[src/pkg/oad_pkg.sv]
package oad_pkg;
  localparam int OAD_DW = 16;

  typedef enum logic [2:0] {
    OAD_M_DIRECT, OAD_M_IND, OAD_M_POSTDEC, OAD_M_POSTINC,
    OAD_M_PREDEC, OAD_M_PREINC, OAD_M_OFFSET, OAD_M_UNUSED
  } oad_mode_t;

  localparam logic [3:0] OAD_PF_NONE     = 4'h4;
  localparam logic [3:0] OAD_PF_OFFSET   = 4'hC;
  localparam logic [7:0] OAD_OPC_ADDF    = 8'hB4;
  localparam int         OAD_FADDR_W     = 13;
  localparam logic [15:0] OAD_WB_STEP    = 16'h0002;
  localparam logic [15:0] OAD_RST_VAL    = 16'h0000;

  typedef struct packed {
    logic        valid;
    logic        use_second;
    logic [15:0] addr;
    logic [15:0] new_ptr;
    logic        ptr_wr;
    logic [1:0]  dest;
  } oad_pf_t;

  typedef struct packed {
    logic        valid;
    logic [1:0]  op_a;
    logic [1:0]  op_b;
  } oad_mul_t;

  typedef struct packed {
    logic        reg_wr;
    logic        mem_wr;
    logic [15:0] addr;
    logic [15:0] new_target;
    logic        invalid;
  } oad_wb_t;
endpackage

[src/core/oad_mode_dec.sv]
`timescale 1ns/1ps
module oad_mode_dec
  import oad_pkg::*;
(
  input  wire logic [2:0] code_i,
  input  wire logic       offset_form_i,
  output oad_mode_t       mode_o
);
  always_comb begin
    case (code_i)
      3'h0:    mode_o = OAD_M_DIRECT;
      3'h1:    mode_o = OAD_M_IND;
      3'h2:    mode_o = OAD_M_POSTDEC;
      3'h3:    mode_o = OAD_M_POSTINC;
      3'h4:    mode_o = OAD_M_PREDEC;
      3'h5:    mode_o = OAD_M_PREINC;
      default: mode_o = offset_form_i ? OAD_M_OFFSET : OAD_M_UNUSED;
    endcase
  end
endmodule

[src/core/oad_prefetch.sv]
`timescale 1ns/1ps
module oad_prefetch
  import oad_pkg::*;
(
  input  wire logic [3:0]  op_i,
  input  wire logic [1:0]  dest_i,
  input  wire logic [15:0] ptr_first_i,
  input  wire logic [15:0] ptr_second_i,
  input  wire logic [15:0] offset_i,
  output oad_pf_t          pf_o
);
  logic [15:0] ptr;
  logic [15:0] step;

  always_comb begin
    ptr  = op_i[3] ? ptr_second_i : ptr_first_i;
    case (op_i[2:0])
      3'h1:    step = 16'h0002;
      3'h2:    step = 16'h0004;
      3'h3:    step = 16'h0006;
      3'h5:    step = 16'hFFFA;
      3'h6:    step = 16'hFFFC;
      3'h7:    step = 16'hFFFE;
      default: step = 16'h0000;
    endcase
    pf_o.valid      = (op_i != OAD_PF_NONE);
    pf_o.use_second = op_i[3];
    pf_o.dest       = dest_i;
    // Address formed from the old pointer, update follows
    pf_o.addr       = (op_i == OAD_PF_OFFSET) ? ptr + offset_i : ptr;
    pf_o.new_ptr    = ptr + step;
    pf_o.ptr_wr     = pf_o.valid && (op_i != OAD_PF_OFFSET) && (step != 16'h0000);
  end
endmodule

[src/core/oad_decoder.sv]
`timescale 1ns/1ps
module oad_decoder
  import oad_pkg::*;
(
  input  wire logic              sys_clk_i,
  input  wire logic              nrst_i,
  input  wire logic              instr_valid_i,
  input  wire logic [2:0]        src_mode_i,
  input  wire logic [2:0]        dst_mode_i,
  input  wire logic              offset_form_i,
  input  wire logic [3:0]        x_op_i,
  input  wire logic [1:0]        x_dest_field_i,
  input  wire logic [3:0]        y_op_i,
  input  wire logic [1:0]        y_dest_field_i,
  input  wire logic              mul_same_i,
  input  wire logic [1:0]        square_select_field_i,
  input  wire logic [2:0]        pair_select_i,
  input  wire logic [1:0]        writeback_select_field_i,
  input  wire logic [23:0]       addf_word_i,
  input  wire logic [15:0]       x_pointer_first_i,
  input  wire logic [15:0]       x_pointer_second_i,
  input  wire logic [15:0]       y_pointer_first_i,
  input  wire logic [15:0]       y_pointer_second_i,
  input  wire logic [15:0]       prefetch_offset_reg_i,
  input  wire logic [15:0]       writeback_target_reg_i,
  input  wire logic [15:0]       source_reg_i,
  input  wire logic [15:0]       dest_reg_i,
  input  wire logic [15:0]       base_reg_i,
  input  wire logic [15:0]       default_work_reg_i,
  input  wire logic [15:0]       file_data_i,
  output oad_mode_t              src_mode_o,
  output oad_mode_t              dst_mode_o,
  output logic [15:0]            src_ea_o,
  output logic [15:0]            dst_ea_o,
  output logic                   force_reset_o,
  output logic                   src_invalid_o,
  output oad_pf_t                x_pf_o,
  output oad_pf_t                y_pf_o,
  output oad_mul_t               mul_o,
  output oad_wb_t                wb_o,
  output logic                   addf_valid_o,
  output logic [OAD_FADDR_W-1:0] addf_addr_o,
  output logic                   addf_to_file_o,
  output logic                   addf_byte_o,
  output logic [15:0]            addf_result_o
);
  oad_mode_t   src_m;
  oad_mode_t   dst_m;
  oad_pf_t     x_pf;
  oad_pf_t     y_pf;
  oad_mul_t    nxt_mul;
  oad_wb_t     nxt_wb;
  logic [15:0] nxt_src_ea;
  logic [15:0] nxt_dst_ea;
  logic [15:0] nxt_sum;
  logic        nxt_addf;
  logic        nxt_force_rst;
  logic        nxt_src_inv;
  oad_pf_t     nxt_x_pf;
  oad_pf_t     nxt_y_pf;

  oad_mode_t   src_mode_ff;
  oad_mode_t   dst_mode_ff;
  logic [15:0] src_ea_ff;
  logic [15:0] dst_ea_ff;
  logic        force_reset_ff;
  logic        src_invalid_ff;
  oad_pf_t     x_pf_ff;
  oad_pf_t     y_pf_ff;
  oad_mul_t    mul_ff;
  oad_wb_t     wb_ff;
  logic        addf_valid_ff;
  logic [12:0] addf_addr_ff;
  logic        addf_to_file_ff;
  logic        addf_byte_ff;
  logic [15:0] addf_result_ff;

  oad_mode_dec u_src_dec (
    .code_i       (src_mode_i),
    .offset_form_i(offset_form_i),
    .mode_o       (src_m)
  );

  oad_mode_dec u_dst_dec (
    .code_i       (dst_mode_i),
    .offset_form_i(offset_form_i),
    .mode_o       (dst_m)
  );

  oad_prefetch u_x_pf (
    .op_i        (x_op_i),
    .dest_i      (x_dest_field_i),
    .ptr_first_i (x_pointer_first_i),
    .ptr_second_i(x_pointer_second_i),
    .offset_i    (prefetch_offset_reg_i),
    .pf_o        (x_pf)
  );

  oad_prefetch u_y_pf (
    .op_i        (y_op_i),
    .dest_i      (y_dest_field_i),
    .ptr_first_i (y_pointer_first_i),
    .ptr_second_i(y_pointer_second_i),
    .offset_i    (prefetch_offset_reg_i),
    .pf_o        (y_pf)
  );

  function automatic logic [15:0] ea_of(input oad_mode_t m, input logic [15:0] r,
                                        input logic [15:0] b);
    case (m)
      OAD_M_PREDEC: ea_of = r - OAD_WB_STEP;
      OAD_M_PREINC: ea_of = r + OAD_WB_STEP;
      OAD_M_OFFSET: ea_of = r + b;
      default:      ea_of = r;
    endcase
  endfunction

  always_comb begin
    nxt_src_ea = ea_of(src_m, source_reg_i, base_reg_i);
    nxt_dst_ea = ea_of(dst_m, dest_reg_i, base_reg_i);
    nxt_force_rst = instr_valid_i && (dst_m == OAD_M_UNUSED);
    nxt_src_inv   = instr_valid_i && (src_m == OAD_M_UNUSED);
    // Idle slots carry no fetch, so no pointer moves
    nxt_x_pf      = instr_valid_i ? x_pf : '0;
    nxt_y_pf      = instr_valid_i ? y_pf : '0;
    nxt_mul    = '0;
    if (mul_same_i) begin
      nxt_mul.valid = 1'b1;
      nxt_mul.op_a  = square_select_field_i;
      nxt_mul.op_b  = square_select_field_i;
    end else begin
      nxt_mul.valid = (pair_select_i[1:0] != 2'h3);
      case (pair_select_i)
        3'h0:    begin nxt_mul.op_a = 2'h0; nxt_mul.op_b = 2'h1; end
        3'h1:    begin nxt_mul.op_a = 2'h0; nxt_mul.op_b = 2'h2; end
        3'h2:    begin nxt_mul.op_a = 2'h0; nxt_mul.op_b = 2'h3; end
        3'h4:    begin nxt_mul.op_a = 2'h1; nxt_mul.op_b = 2'h2; end
        3'h5:    begin nxt_mul.op_a = 2'h1; nxt_mul.op_b = 2'h3; end
        3'h6:    begin nxt_mul.op_a = 2'h2; nxt_mul.op_b = 2'h3; end
        default: begin nxt_mul.op_a = 2'h0; nxt_mul.op_b = 2'h0; end
      endcase
    end
    nxt_wb            = '0;
    nxt_wb.addr       = writeback_target_reg_i;
    nxt_wb.new_target = writeback_target_reg_i;
    case (writeback_select_field_i)
      2'h0: nxt_wb.reg_wr = 1'b1;
      2'h1: begin
        nxt_wb.mem_wr     = 1'b1;
        nxt_wb.new_target = writeback_target_reg_i + OAD_WB_STEP;
      end
      2'h3:    nxt_wb.invalid = 1'b1;
      default: nxt_wb.invalid = 1'b0;
    endcase
    if (!instr_valid_i) begin
      nxt_mul = '0;
      nxt_wb  = '0;
    end
    nxt_addf = instr_valid_i && (addf_word_i[23:16] == OAD_OPC_ADDF);
    if (addf_word_i[14]) begin
      nxt_sum = {8'h00, file_data_i[7:0] + default_work_reg_i[7:0]};
    end else begin
      nxt_sum = file_data_i + default_work_reg_i;
    end
  end

  // All decodes of one instruction land together on the next edge
  always_ff @(posedge sys_clk_i) begin
    if (!nrst_i) begin
      src_mode_ff     <= OAD_M_DIRECT;
      dst_mode_ff     <= OAD_M_DIRECT;
      src_ea_ff       <= OAD_RST_VAL;
      dst_ea_ff       <= OAD_RST_VAL;
      force_reset_ff  <= 1'b0;
      src_invalid_ff  <= 1'b0;
      x_pf_ff         <= '0;
      y_pf_ff         <= '0;
      mul_ff          <= '0;
      wb_ff           <= '0;
      addf_valid_ff   <= 1'b0;
      addf_addr_ff    <= '0;
      addf_to_file_ff <= 1'b0;
      addf_byte_ff    <= 1'b0;
      addf_result_ff  <= OAD_RST_VAL;
    end else begin
      src_mode_ff     <= src_m;
      dst_mode_ff     <= dst_m;
      src_ea_ff       <= nxt_src_ea;
      dst_ea_ff       <= nxt_dst_ea;
      force_reset_ff  <= nxt_force_rst;
      src_invalid_ff  <= nxt_src_inv;
      x_pf_ff         <= nxt_x_pf;
      y_pf_ff         <= nxt_y_pf;
      mul_ff          <= nxt_mul;
      wb_ff           <= nxt_wb;
      addf_valid_ff   <= nxt_addf;
      addf_addr_ff    <= addf_word_i[OAD_FADDR_W-1:0];
      addf_to_file_ff <= addf_word_i[13];
      addf_byte_ff    <= addf_word_i[14];
      addf_result_ff  <= nxt_sum;
    end
  end

  assign src_mode_o     = src_mode_ff;
  assign dst_mode_o     = dst_mode_ff;
  assign src_ea_o       = src_ea_ff;
  assign dst_ea_o       = dst_ea_ff;
  assign force_reset_o  = force_reset_ff;
  assign src_invalid_o  = src_invalid_ff;
  assign x_pf_o         = x_pf_ff;
  assign y_pf_o         = y_pf_ff;
  assign mul_o          = mul_ff;
  assign wb_o           = wb_ff;
  assign addf_valid_o   = addf_valid_ff;
  assign addf_addr_o    = addf_addr_ff;
  assign addf_to_file_o = addf_to_file_ff;
  assign addf_byte_o    = addf_byte_ff;
  assign addf_result_o  = addf_result_ff;

  a_dst_reset_force: assert property (@(posedge sys_clk_i) disable iff (!nrst_i)
    instr_valid_i && dst_mode_i[2:1] == 2'h3 && !offset_form_i |=> force_reset_o)
    else $error("destination 11x did not force reset");
  a_src_unused_flag: assert property (@(posedge sys_clk_i) disable iff (!nrst_i)
    instr_valid_i && src_mode_i[2:1] == 2'h3 && !offset_form_i |=> src_invalid_o)
    else $error("unused source mode not flagged");
  a_src_offset_ea: assert property (@(posedge sys_clk_i) disable iff (!nrst_i)
    offset_form_i && src_mode_i[2:1] == 2'h3
    |=> src_ea_o == $past(source_reg_i) + $past(base_reg_i))
    else $error("source offset address wrong");
  a_dst_offset_ea: assert property (@(posedge sys_clk_i) disable iff (!nrst_i)
    offset_form_i && dst_mode_i[2:1] == 2'h3
    |=> dst_ea_o == $past(dest_reg_i) + $past(base_reg_i))
    else $error("destination offset address wrong");
  a_x_none_idle: assert property (@(posedge sys_clk_i) disable iff (!nrst_i)
    x_op_i == 4'h4 |=> !x_pf_o.valid && !x_pf_o.ptr_wr)
    else $error("X no-fetch code still fetched");
  a_y_none_idle: assert property (@(posedge sys_clk_i) disable iff (!nrst_i)
    y_op_i == 4'h4 |=> !y_pf_o.valid && !y_pf_o.ptr_wr)
    else $error("Y no-fetch code still fetched");
  a_x_post_dec: assert property (@(posedge sys_clk_i) disable iff (!nrst_i)
    instr_valid_i && x_op_i == 4'h5
    |=> x_pf_o.addr == $past(x_pointer_first_i)
        && x_pf_o.new_ptr == $past(x_pointer_first_i) - 16'h0006)
    else $error("X post-decrement by 6 wrong");
  a_y_offset_read: assert property (@(posedge sys_clk_i) disable iff (!nrst_i)
    instr_valid_i && y_op_i == 4'hC
    |=> y_pf_o.addr == $past(y_pointer_second_i) + $past(prefetch_offset_reg_i)
        && !y_pf_o.ptr_wr)
    else $error("Y offset read wrong");
  a_pair_invalid: assert property (@(posedge sys_clk_i) disable iff (!nrst_i)
    instr_valid_i && !mul_same_i && pair_select_i[1:0] == 2'h3 |=> !mul_o.valid)
    else $error("invalid multiplier pair accepted");
  a_wb_post_inc: assert property (@(posedge sys_clk_i) disable iff (!nrst_i)
    instr_valid_i && writeback_select_field_i == 2'h1
    |=> wb_o.mem_wr && wb_o.new_target == $past(writeback_target_reg_i) + 16'h0002)
    else $error("write-back post-increment wrong");
  a_src_mode_basic: assert property (@(posedge sys_clk_i) disable iff (!nrst_i)
    src_mode_i < 3'h6 |=> src_mode_o == $past(src_mode_i))
    else $error("basic source mode decoded wrong");
  a_dst_mode_basic: assert property (@(posedge sys_clk_i) disable iff (!nrst_i)
    dst_mode_i < 3'h6 |=> dst_mode_o == $past(dst_mode_i))
    else $error("basic destination mode decoded wrong");
  a_x_first_inc: assert property (@(posedge sys_clk_i) disable iff (!nrst_i)
    instr_valid_i && x_op_i == 4'h3
    |=> x_pf_o.valid && x_pf_o.ptr_wr && x_pf_o.addr == $past(x_pointer_first_i)
        && x_pf_o.new_ptr == $past(x_pointer_first_i) + 16'h0006)
    else $error("X post-increment by 6 wrong");
  a_x_second_dec: assert property (@(posedge sys_clk_i) disable iff (!nrst_i)
    instr_valid_i && x_op_i == 4'hF
    |=> x_pf_o.use_second && x_pf_o.addr == $past(x_pointer_second_i)
        && x_pf_o.new_ptr == $past(x_pointer_second_i) - 16'h0002)
    else $error("X second pointer fetch wrong");
  a_x_offset_read: assert property (@(posedge sys_clk_i) disable iff (!nrst_i)
    instr_valid_i && x_op_i == 4'hC
    |=> x_pf_o.addr == $past(x_pointer_second_i) + $past(prefetch_offset_reg_i)
        && !x_pf_o.ptr_wr)
    else $error("X offset read wrong");
  a_x_dest_pick: assert property (@(posedge sys_clk_i) disable iff (!nrst_i)
    instr_valid_i |=> x_pf_o.dest == $past(x_dest_field_i))
    else $error("X destination select wrong");
  a_y_first_dec: assert property (@(posedge sys_clk_i) disable iff (!nrst_i)
    instr_valid_i && y_op_i == 4'h7
    |=> y_pf_o.valid && !y_pf_o.use_second && y_pf_o.addr == $past(y_pointer_first_i)
        && y_pf_o.new_ptr == $past(y_pointer_first_i) - 16'h0002)
    else $error("Y post-decrement by 2 wrong");
  a_y_second_inc: assert property (@(posedge sys_clk_i) disable iff (!nrst_i)
    instr_valid_i && y_op_i == 4'h9
    |=> y_pf_o.use_second && y_pf_o.addr == $past(y_pointer_second_i)
        && y_pf_o.new_ptr == $past(y_pointer_second_i) + 16'h0002)
    else $error("Y second pointer fetch wrong");
  a_y_dest_pick: assert property (@(posedge sys_clk_i) disable iff (!nrst_i)
    instr_valid_i |=> y_pf_o.dest == $past(y_dest_field_i))
    else $error("Y destination select wrong");
  a_square_same: assert property (@(posedge sys_clk_i) disable iff (!nrst_i)
    instr_valid_i && mul_same_i
    |=> mul_o.valid && mul_o.op_a == $past(square_select_field_i)
        && mul_o.op_b == $past(square_select_field_i))
    else $error("square operand select wrong");
  a_wb_direct: assert property (@(posedge sys_clk_i) disable iff (!nrst_i)
    instr_valid_i && writeback_select_field_i == 2'h0
    |=> wb_o.reg_wr && !wb_o.mem_wr && wb_o.addr == $past(writeback_target_reg_i))
    else $error("direct write-back wrong");
  a_wb_none: assert property (@(posedge sys_clk_i) disable iff (!nrst_i)
    instr_valid_i && writeback_select_field_i == 2'h2
    |=> !wb_o.reg_wr && !wb_o.mem_wr && !wb_o.invalid)
    else $error("no-write-back select still wrote");
  a_addf_detect: assert property (@(posedge sys_clk_i) disable iff (!nrst_i)
    instr_valid_i && addf_word_i[23:16] == OAD_OPC_ADDF |=> addf_valid_o)
    else $error("file-register add not detected");
  a_addf_dest_bit: assert property (@(posedge sys_clk_i) disable iff (!nrst_i)
    instr_valid_i |=> addf_to_file_o == $past(addf_word_i[13]))
    else $error("add destination select wrong");
  a_addf_word_sum: assert property (@(posedge sys_clk_i) disable iff (!nrst_i)
    instr_valid_i && !addf_word_i[14]
    |=> addf_result_o == $past(file_data_i) + $past(default_work_reg_i))
    else $error("word add result wrong");
  a_addf_file_addr: assert property (@(posedge sys_clk_i) disable iff (!nrst_i)
    instr_valid_i |=> addf_addr_o == $past(addf_word_i[12:0]))
    else $error("file address field wrong");
  a_pf_idle_slot: assert property (@(posedge sys_clk_i) disable iff (!nrst_i)
    !instr_valid_i |=> !x_pf_o.valid && !y_pf_o.valid)
    else $error("prefetch issued in idle slot");
endmodule

[config.mk]
export PLATFORM = sky130hd
export DESIGN_NAME = oad_decoder
export DESIGN_NICKNAME = d
export VERILOG_FILES = /design/src/pkg/oad_pkg.sv /design/src/core/oad_mode_dec.sv /design/src/core/oad_prefetch.sv /design/src/core/oad_decoder.sv
export SDC_FILE = /design/constraint.sdc
export NUM_CORES = 1
export LEC_CHECK = 0
export BUFFER_PORTS_ARGS = -buffer_cell sky130_fd_sc_hd__buf_2
export CELL_PAD_IN_SITES_DETAIL_PLACEMENT = 0
export CELL_PAD_IN_SITES_GLOBAL_PLACEMENT = 2
export CORE_MARGIN = 5
export CORE_UTILIZATION = 32
export CTS_BUF_LIST = sky130_fd_sc_hd__clkbuf_2
export DETAILED_ROUTE_END_ITERATION = 8
export PLACE_DENSITY = 0.88
export SYNTH_ARGS = -nofsm -noshare
export SYNTH_HDL_FRONTEND = slang
export SYNTH_SLANG_ARGS = --single-unit
[constraint.sdc]
create_clock -name sys_clk_i -period 7.2 [get_ports sys_clk_i]
set_clock_uncertainty 0.15 [all_clocks]
set_input_delay 0.72 -clock sys_clk_i [delete_from_list [all_inputs] [get_ports sys_clk_i]]
set_output_delay 0.72 -clock sys_clk_i [all_outputs]
set_load 0.05 [all_outputs]
==> flow_summary_export.csv <==
group,metric,value,unit
final_layout,final_nets,2280,
route,vias_per_cell,5.04,
worst_setup_path,path_common_cell,"dlygate4sd3_1",
timing,finalCritPeriodShare,0.568,
final_layout,drive_above_1_share,0.258,
global_routing,grt_remaining_overflow,0,
power,switchingPower,1.20,mW
power,combPwrFrac,0.418,
die,die_y,203,um
die,core_area,36600,um^2
worst_setup_path,start_kind,"primary input",
power,vdd_ir_drop_max,93.2,uV
synth,synth.area.top_cells,"dfxtp_1 31%, ha_1 14%, a21oi_1 5.0%",
synth,synth.top_cells.by_count,"185 x dfxtp_1, 139 x nor2_1, 133 x ha_1, 119 x a21oi_1, 98 x nand2_1",
placed_design,io_buffer_count,414,
clock_network,clock_sinks,185,
die,num_rows,70,
synth,synth_warnings,0,
clock_network,cts_tree,"done",
power,p_leak,7.75,nW
min_path,hp-start,"source_reg_i[3]",
clock_network,cts-root-buf,"clkbuf_2",
die,initial_utilization,0.324,
global_routing,grt_max_degree,82,
synth,yosys.cell_count.top_type,"dfxtp_1",
route,detail_route.wl_per_cell,17.6,um
worst_setup_path,cp_cell_sequence,"dlygate4sd3_1, buf_2, nor2b_1, buf_4, nand2_1, ha_1, nand3_1, o21a_1, a211o_1, and4_1, nor3_1, mux2i_1, a31oi_1, o31ai_1, dlygate4sd3_1",
worst_setup_path,slowest_stage,"dlygate4sd3_1",
global_routing,antenna_found_initial,6,
timing,finalWorstPathRequiredPeriod,4.09,ns
timing,slew_viol_final,0,
timing,rsz0062_at_grt,"no",
timing,maxSlewHeadroom,0.311,
route,drtAntennaViolNets,0,
worst_setup_path,cp_max_fo,15,
timing,fin_hold_ws,0.119,ns
timing,setup_viol,0,
clock_network,htreeDepth,4,
timing,hold_viol_final,0,
synth,async_flop_share,0,
synth,synth_seq_area_share,0.312,
min_path,hold_depth,3,
power,clockPowerShare,0.190,
placed_design,dpl.hpwl,32.7,mm
synth,syn_area,11900,um^2
timing,final.setup.tns,0,ns
global_routing,grt_pass1_wl,65.3,mm
synth,synth_area_per_cell,8.52,um^2
worst_setup_path,cp_data_arrival_time,4.76,ns
power,p_per_area,179,nW/um^2
worst_setup_path,required,7.87,ns
min_path,holdCritPathClass,"primary input to flip-flop",
synth,synth.top_cell.area_share,0.312,
clock_network,cts_buffer_depth,2,
route,drtIter0Drc,559,
min_path,hold_end,"src_ea_o[3]",
run_status,outcome,"finished clean",
route,finalWirelength,42.2,mm
die,ios,416,
die,die_width,203,um
synth,synth_cell_type_count,68,
synth,syn_inst,1393,
worst_setup_path,crit_type,"primary input to flip-flop",
synth,synth_edf_count,0,
route,drc_errors,0,
clock_network,cts_resized,0,
timing,max_freq,244,MHz
power,pwr-share-seq,0.392,
final_layout,syn2layout_area_growth,33.8,%
worst_setup_path,endpoint_kind,"flip-flop",
global_routing,grt_usage,0.198,
timing,worst_slew_pin_slew,1.03,ns
synth,synth_top_area_cell,"dfxtp_1",
run,drv_cap,0,
global_routing,grt_pass1_vias,12200,
placed_design,gp_congestion,0.847,
die,fp.dieArea,41100,um^2
route,vias,12100,
power,intPower,1.65,mW
synth,synth_flop_cell,"dfxtp_1",
synth,ys_ff_latch,185,
worst_setup_path,max_stage_delay,0.57,ns
power,swShare,0.420,
synth,syn_nets,1765,
clock_network,path_clk_slew,0.33,ns
clock_network,numCtsBuffers,17,
clock_network,cts_setup_buffers,0,
route,dr.pass1.iters,5,
## flip-flops by register name, indices dropped and copies added (netlist names)
name / count
addf_valid_o: 1
src_mode_o: 3
y_pf_o: 37
x_pf_o: 37
src_invalid_o: 1
dst_ea_o: 16
force_reset_o: 1
addf_to_file_o: 1
wb_o: 34
addf_byte_o: 1
addf_addr_o: 13
dst_mode_o: 3
addf_result_o: 16
mul_o: 5
src_ea_o: 16
## cell type report
type / instances / area [um^2]
Antenna cell: 4 / 10.0
Clock buffer: 18 / 90.1
Clock inverter: 14 / 130
Fill cell: 3703 / 20700
Inverter: 37 / 139
Multi-Input combinational cell: 1120 / 7840
Sequential cell: 185 / 3700
Tap cell: 468 / 586
Timing Repair Buffer: 547 / 3390
## cell families after synthesis
| kind of cell | share of synthesized area |
|---|---|
| mux | 0.0368 |
| fa+ha+maj | 0.155 |
| xor+xnor | 0.0826 |
| compound gates | 0.189 |
| simple gates | 0.196 |
| flops | 0.312 |
| buf+inv | 0.0281 |
## per-stage QoR
| step | setup WS, ns | instances | total power [mW] | area (um^2) | util |
|---|---|---|---|---|---|
| finish | 3.11 | 2393 | 2.85 | 15900 | 0.434 |
| global route | 2.78 | 2393 | 3.03 | 15900 | 0.434 |
| CTS | 3.23 | 2389 | 2.88 | 15900 | 0.434 |
| detailed placement | 2.98 | 2230 | 2.26 | 14400 | 0.393 |
| global placement | 3.00 | 2230 | 2.25 | 14400 | 0.393 |
| floorplan | 3.13 | 1393 | 1.95 | 11900 | - |
## worst max-delay path: cells and delay by family
| kind | cells | cell delay (ns) |
|---|---|---|
| AO/OA/AOI/OAI | 4 | 0.80 |
| adder cells (fa/ha/maj) | 1 | 0.55 |
| buffers and inverters | 4 | 1.47 |
| multiplexers | 1 | 0.12 |
| AND/OR/NAND/NOR | 5 | 1.10 |
## power groups by stage
stage | clock (mW) | combinational (mW) | sequential [mW]
final | 0.541 | 1.19 | 1.12
after detailed placement | 0 | 1.13 | 1.13
after global routing | 0.611 | 1.30 | 1.12
after floorplan | 0 | 0.573 | 1.38
after global placement | 0 | 1.12 | 1.13
after CTS | 0.574 | 1.19 | 1.12
## metal layers
metal | up-vias | share of wire | GRT usage
met5 | - | 0.00047 | 0
met4 | 2 | 0.017 | 0.0560
met3 | 36 | 0.061 | 0.0470
met2 | 348 | 0.46 | 0.333
met1 | 5606 | 0.46 | 0.255
li1 | 6077 | - | -
## worst max path at each step
| stage | from | endpoint | slack (ns) | cells past startpoint |
|---|---|---|---|---|
| 3_3_place_gp | src_mode_i[2] | src_ea_o[15] | 3.00 | 13 |
| 5_1_grt | dst_mode_i[2] | dst_ea_o[15] | 2.78 | 15 |
| 2_1_floorplan | src_mode_i[2] | src_ea_o[15] | 3.13 | 13 |
| 3_5_place_dp | src_mode_i[2] | src_ea_o[15] | 2.98 | 13 |
| 6_report | dst_mode_i[2] | dst_ea_o[15] | 3.11 | 15 |
| 4_1_cts | dst_mode_i[2] | dst_ea_o[15] | 3.23 | 15 |
## cell usage in the layout, fill, tap and decap left out, drive strengths merged, types with 6 or more instances in the layout
master	netlist	routed
buf	6	420
dfxtp	185	185
nor2	139	139
ha	133	133
dlygate4sd3	0	127
a21oi	120	120
nand2	98	98
xnor2	60	60
o21ai	55	55
xor2	52	52
and3	48	48
nand3	45	45
nor3	44	44
inv	37	44
a21o	38	38
mux2	29	29
and2	29	29
a211oi	23	23
a31oi	20	20
clkbuf	45	18
nor2b	16	16
or3	16	16
nand2b	13	13
mux2i	11	11
a22oi	10	10
o31ai	9	9
o21bai	9	9
fa	9	9
nand4	8	8
o21a	7	7
a222oi	6	6
## repair_timing
item,4_1_cts,5_1_grt
endpoints found under the hold margin,116,0
hold buffers,127,0
setup endpoints to repair,0,0
No activity file was read; power rests on OpenSTA's default activity.
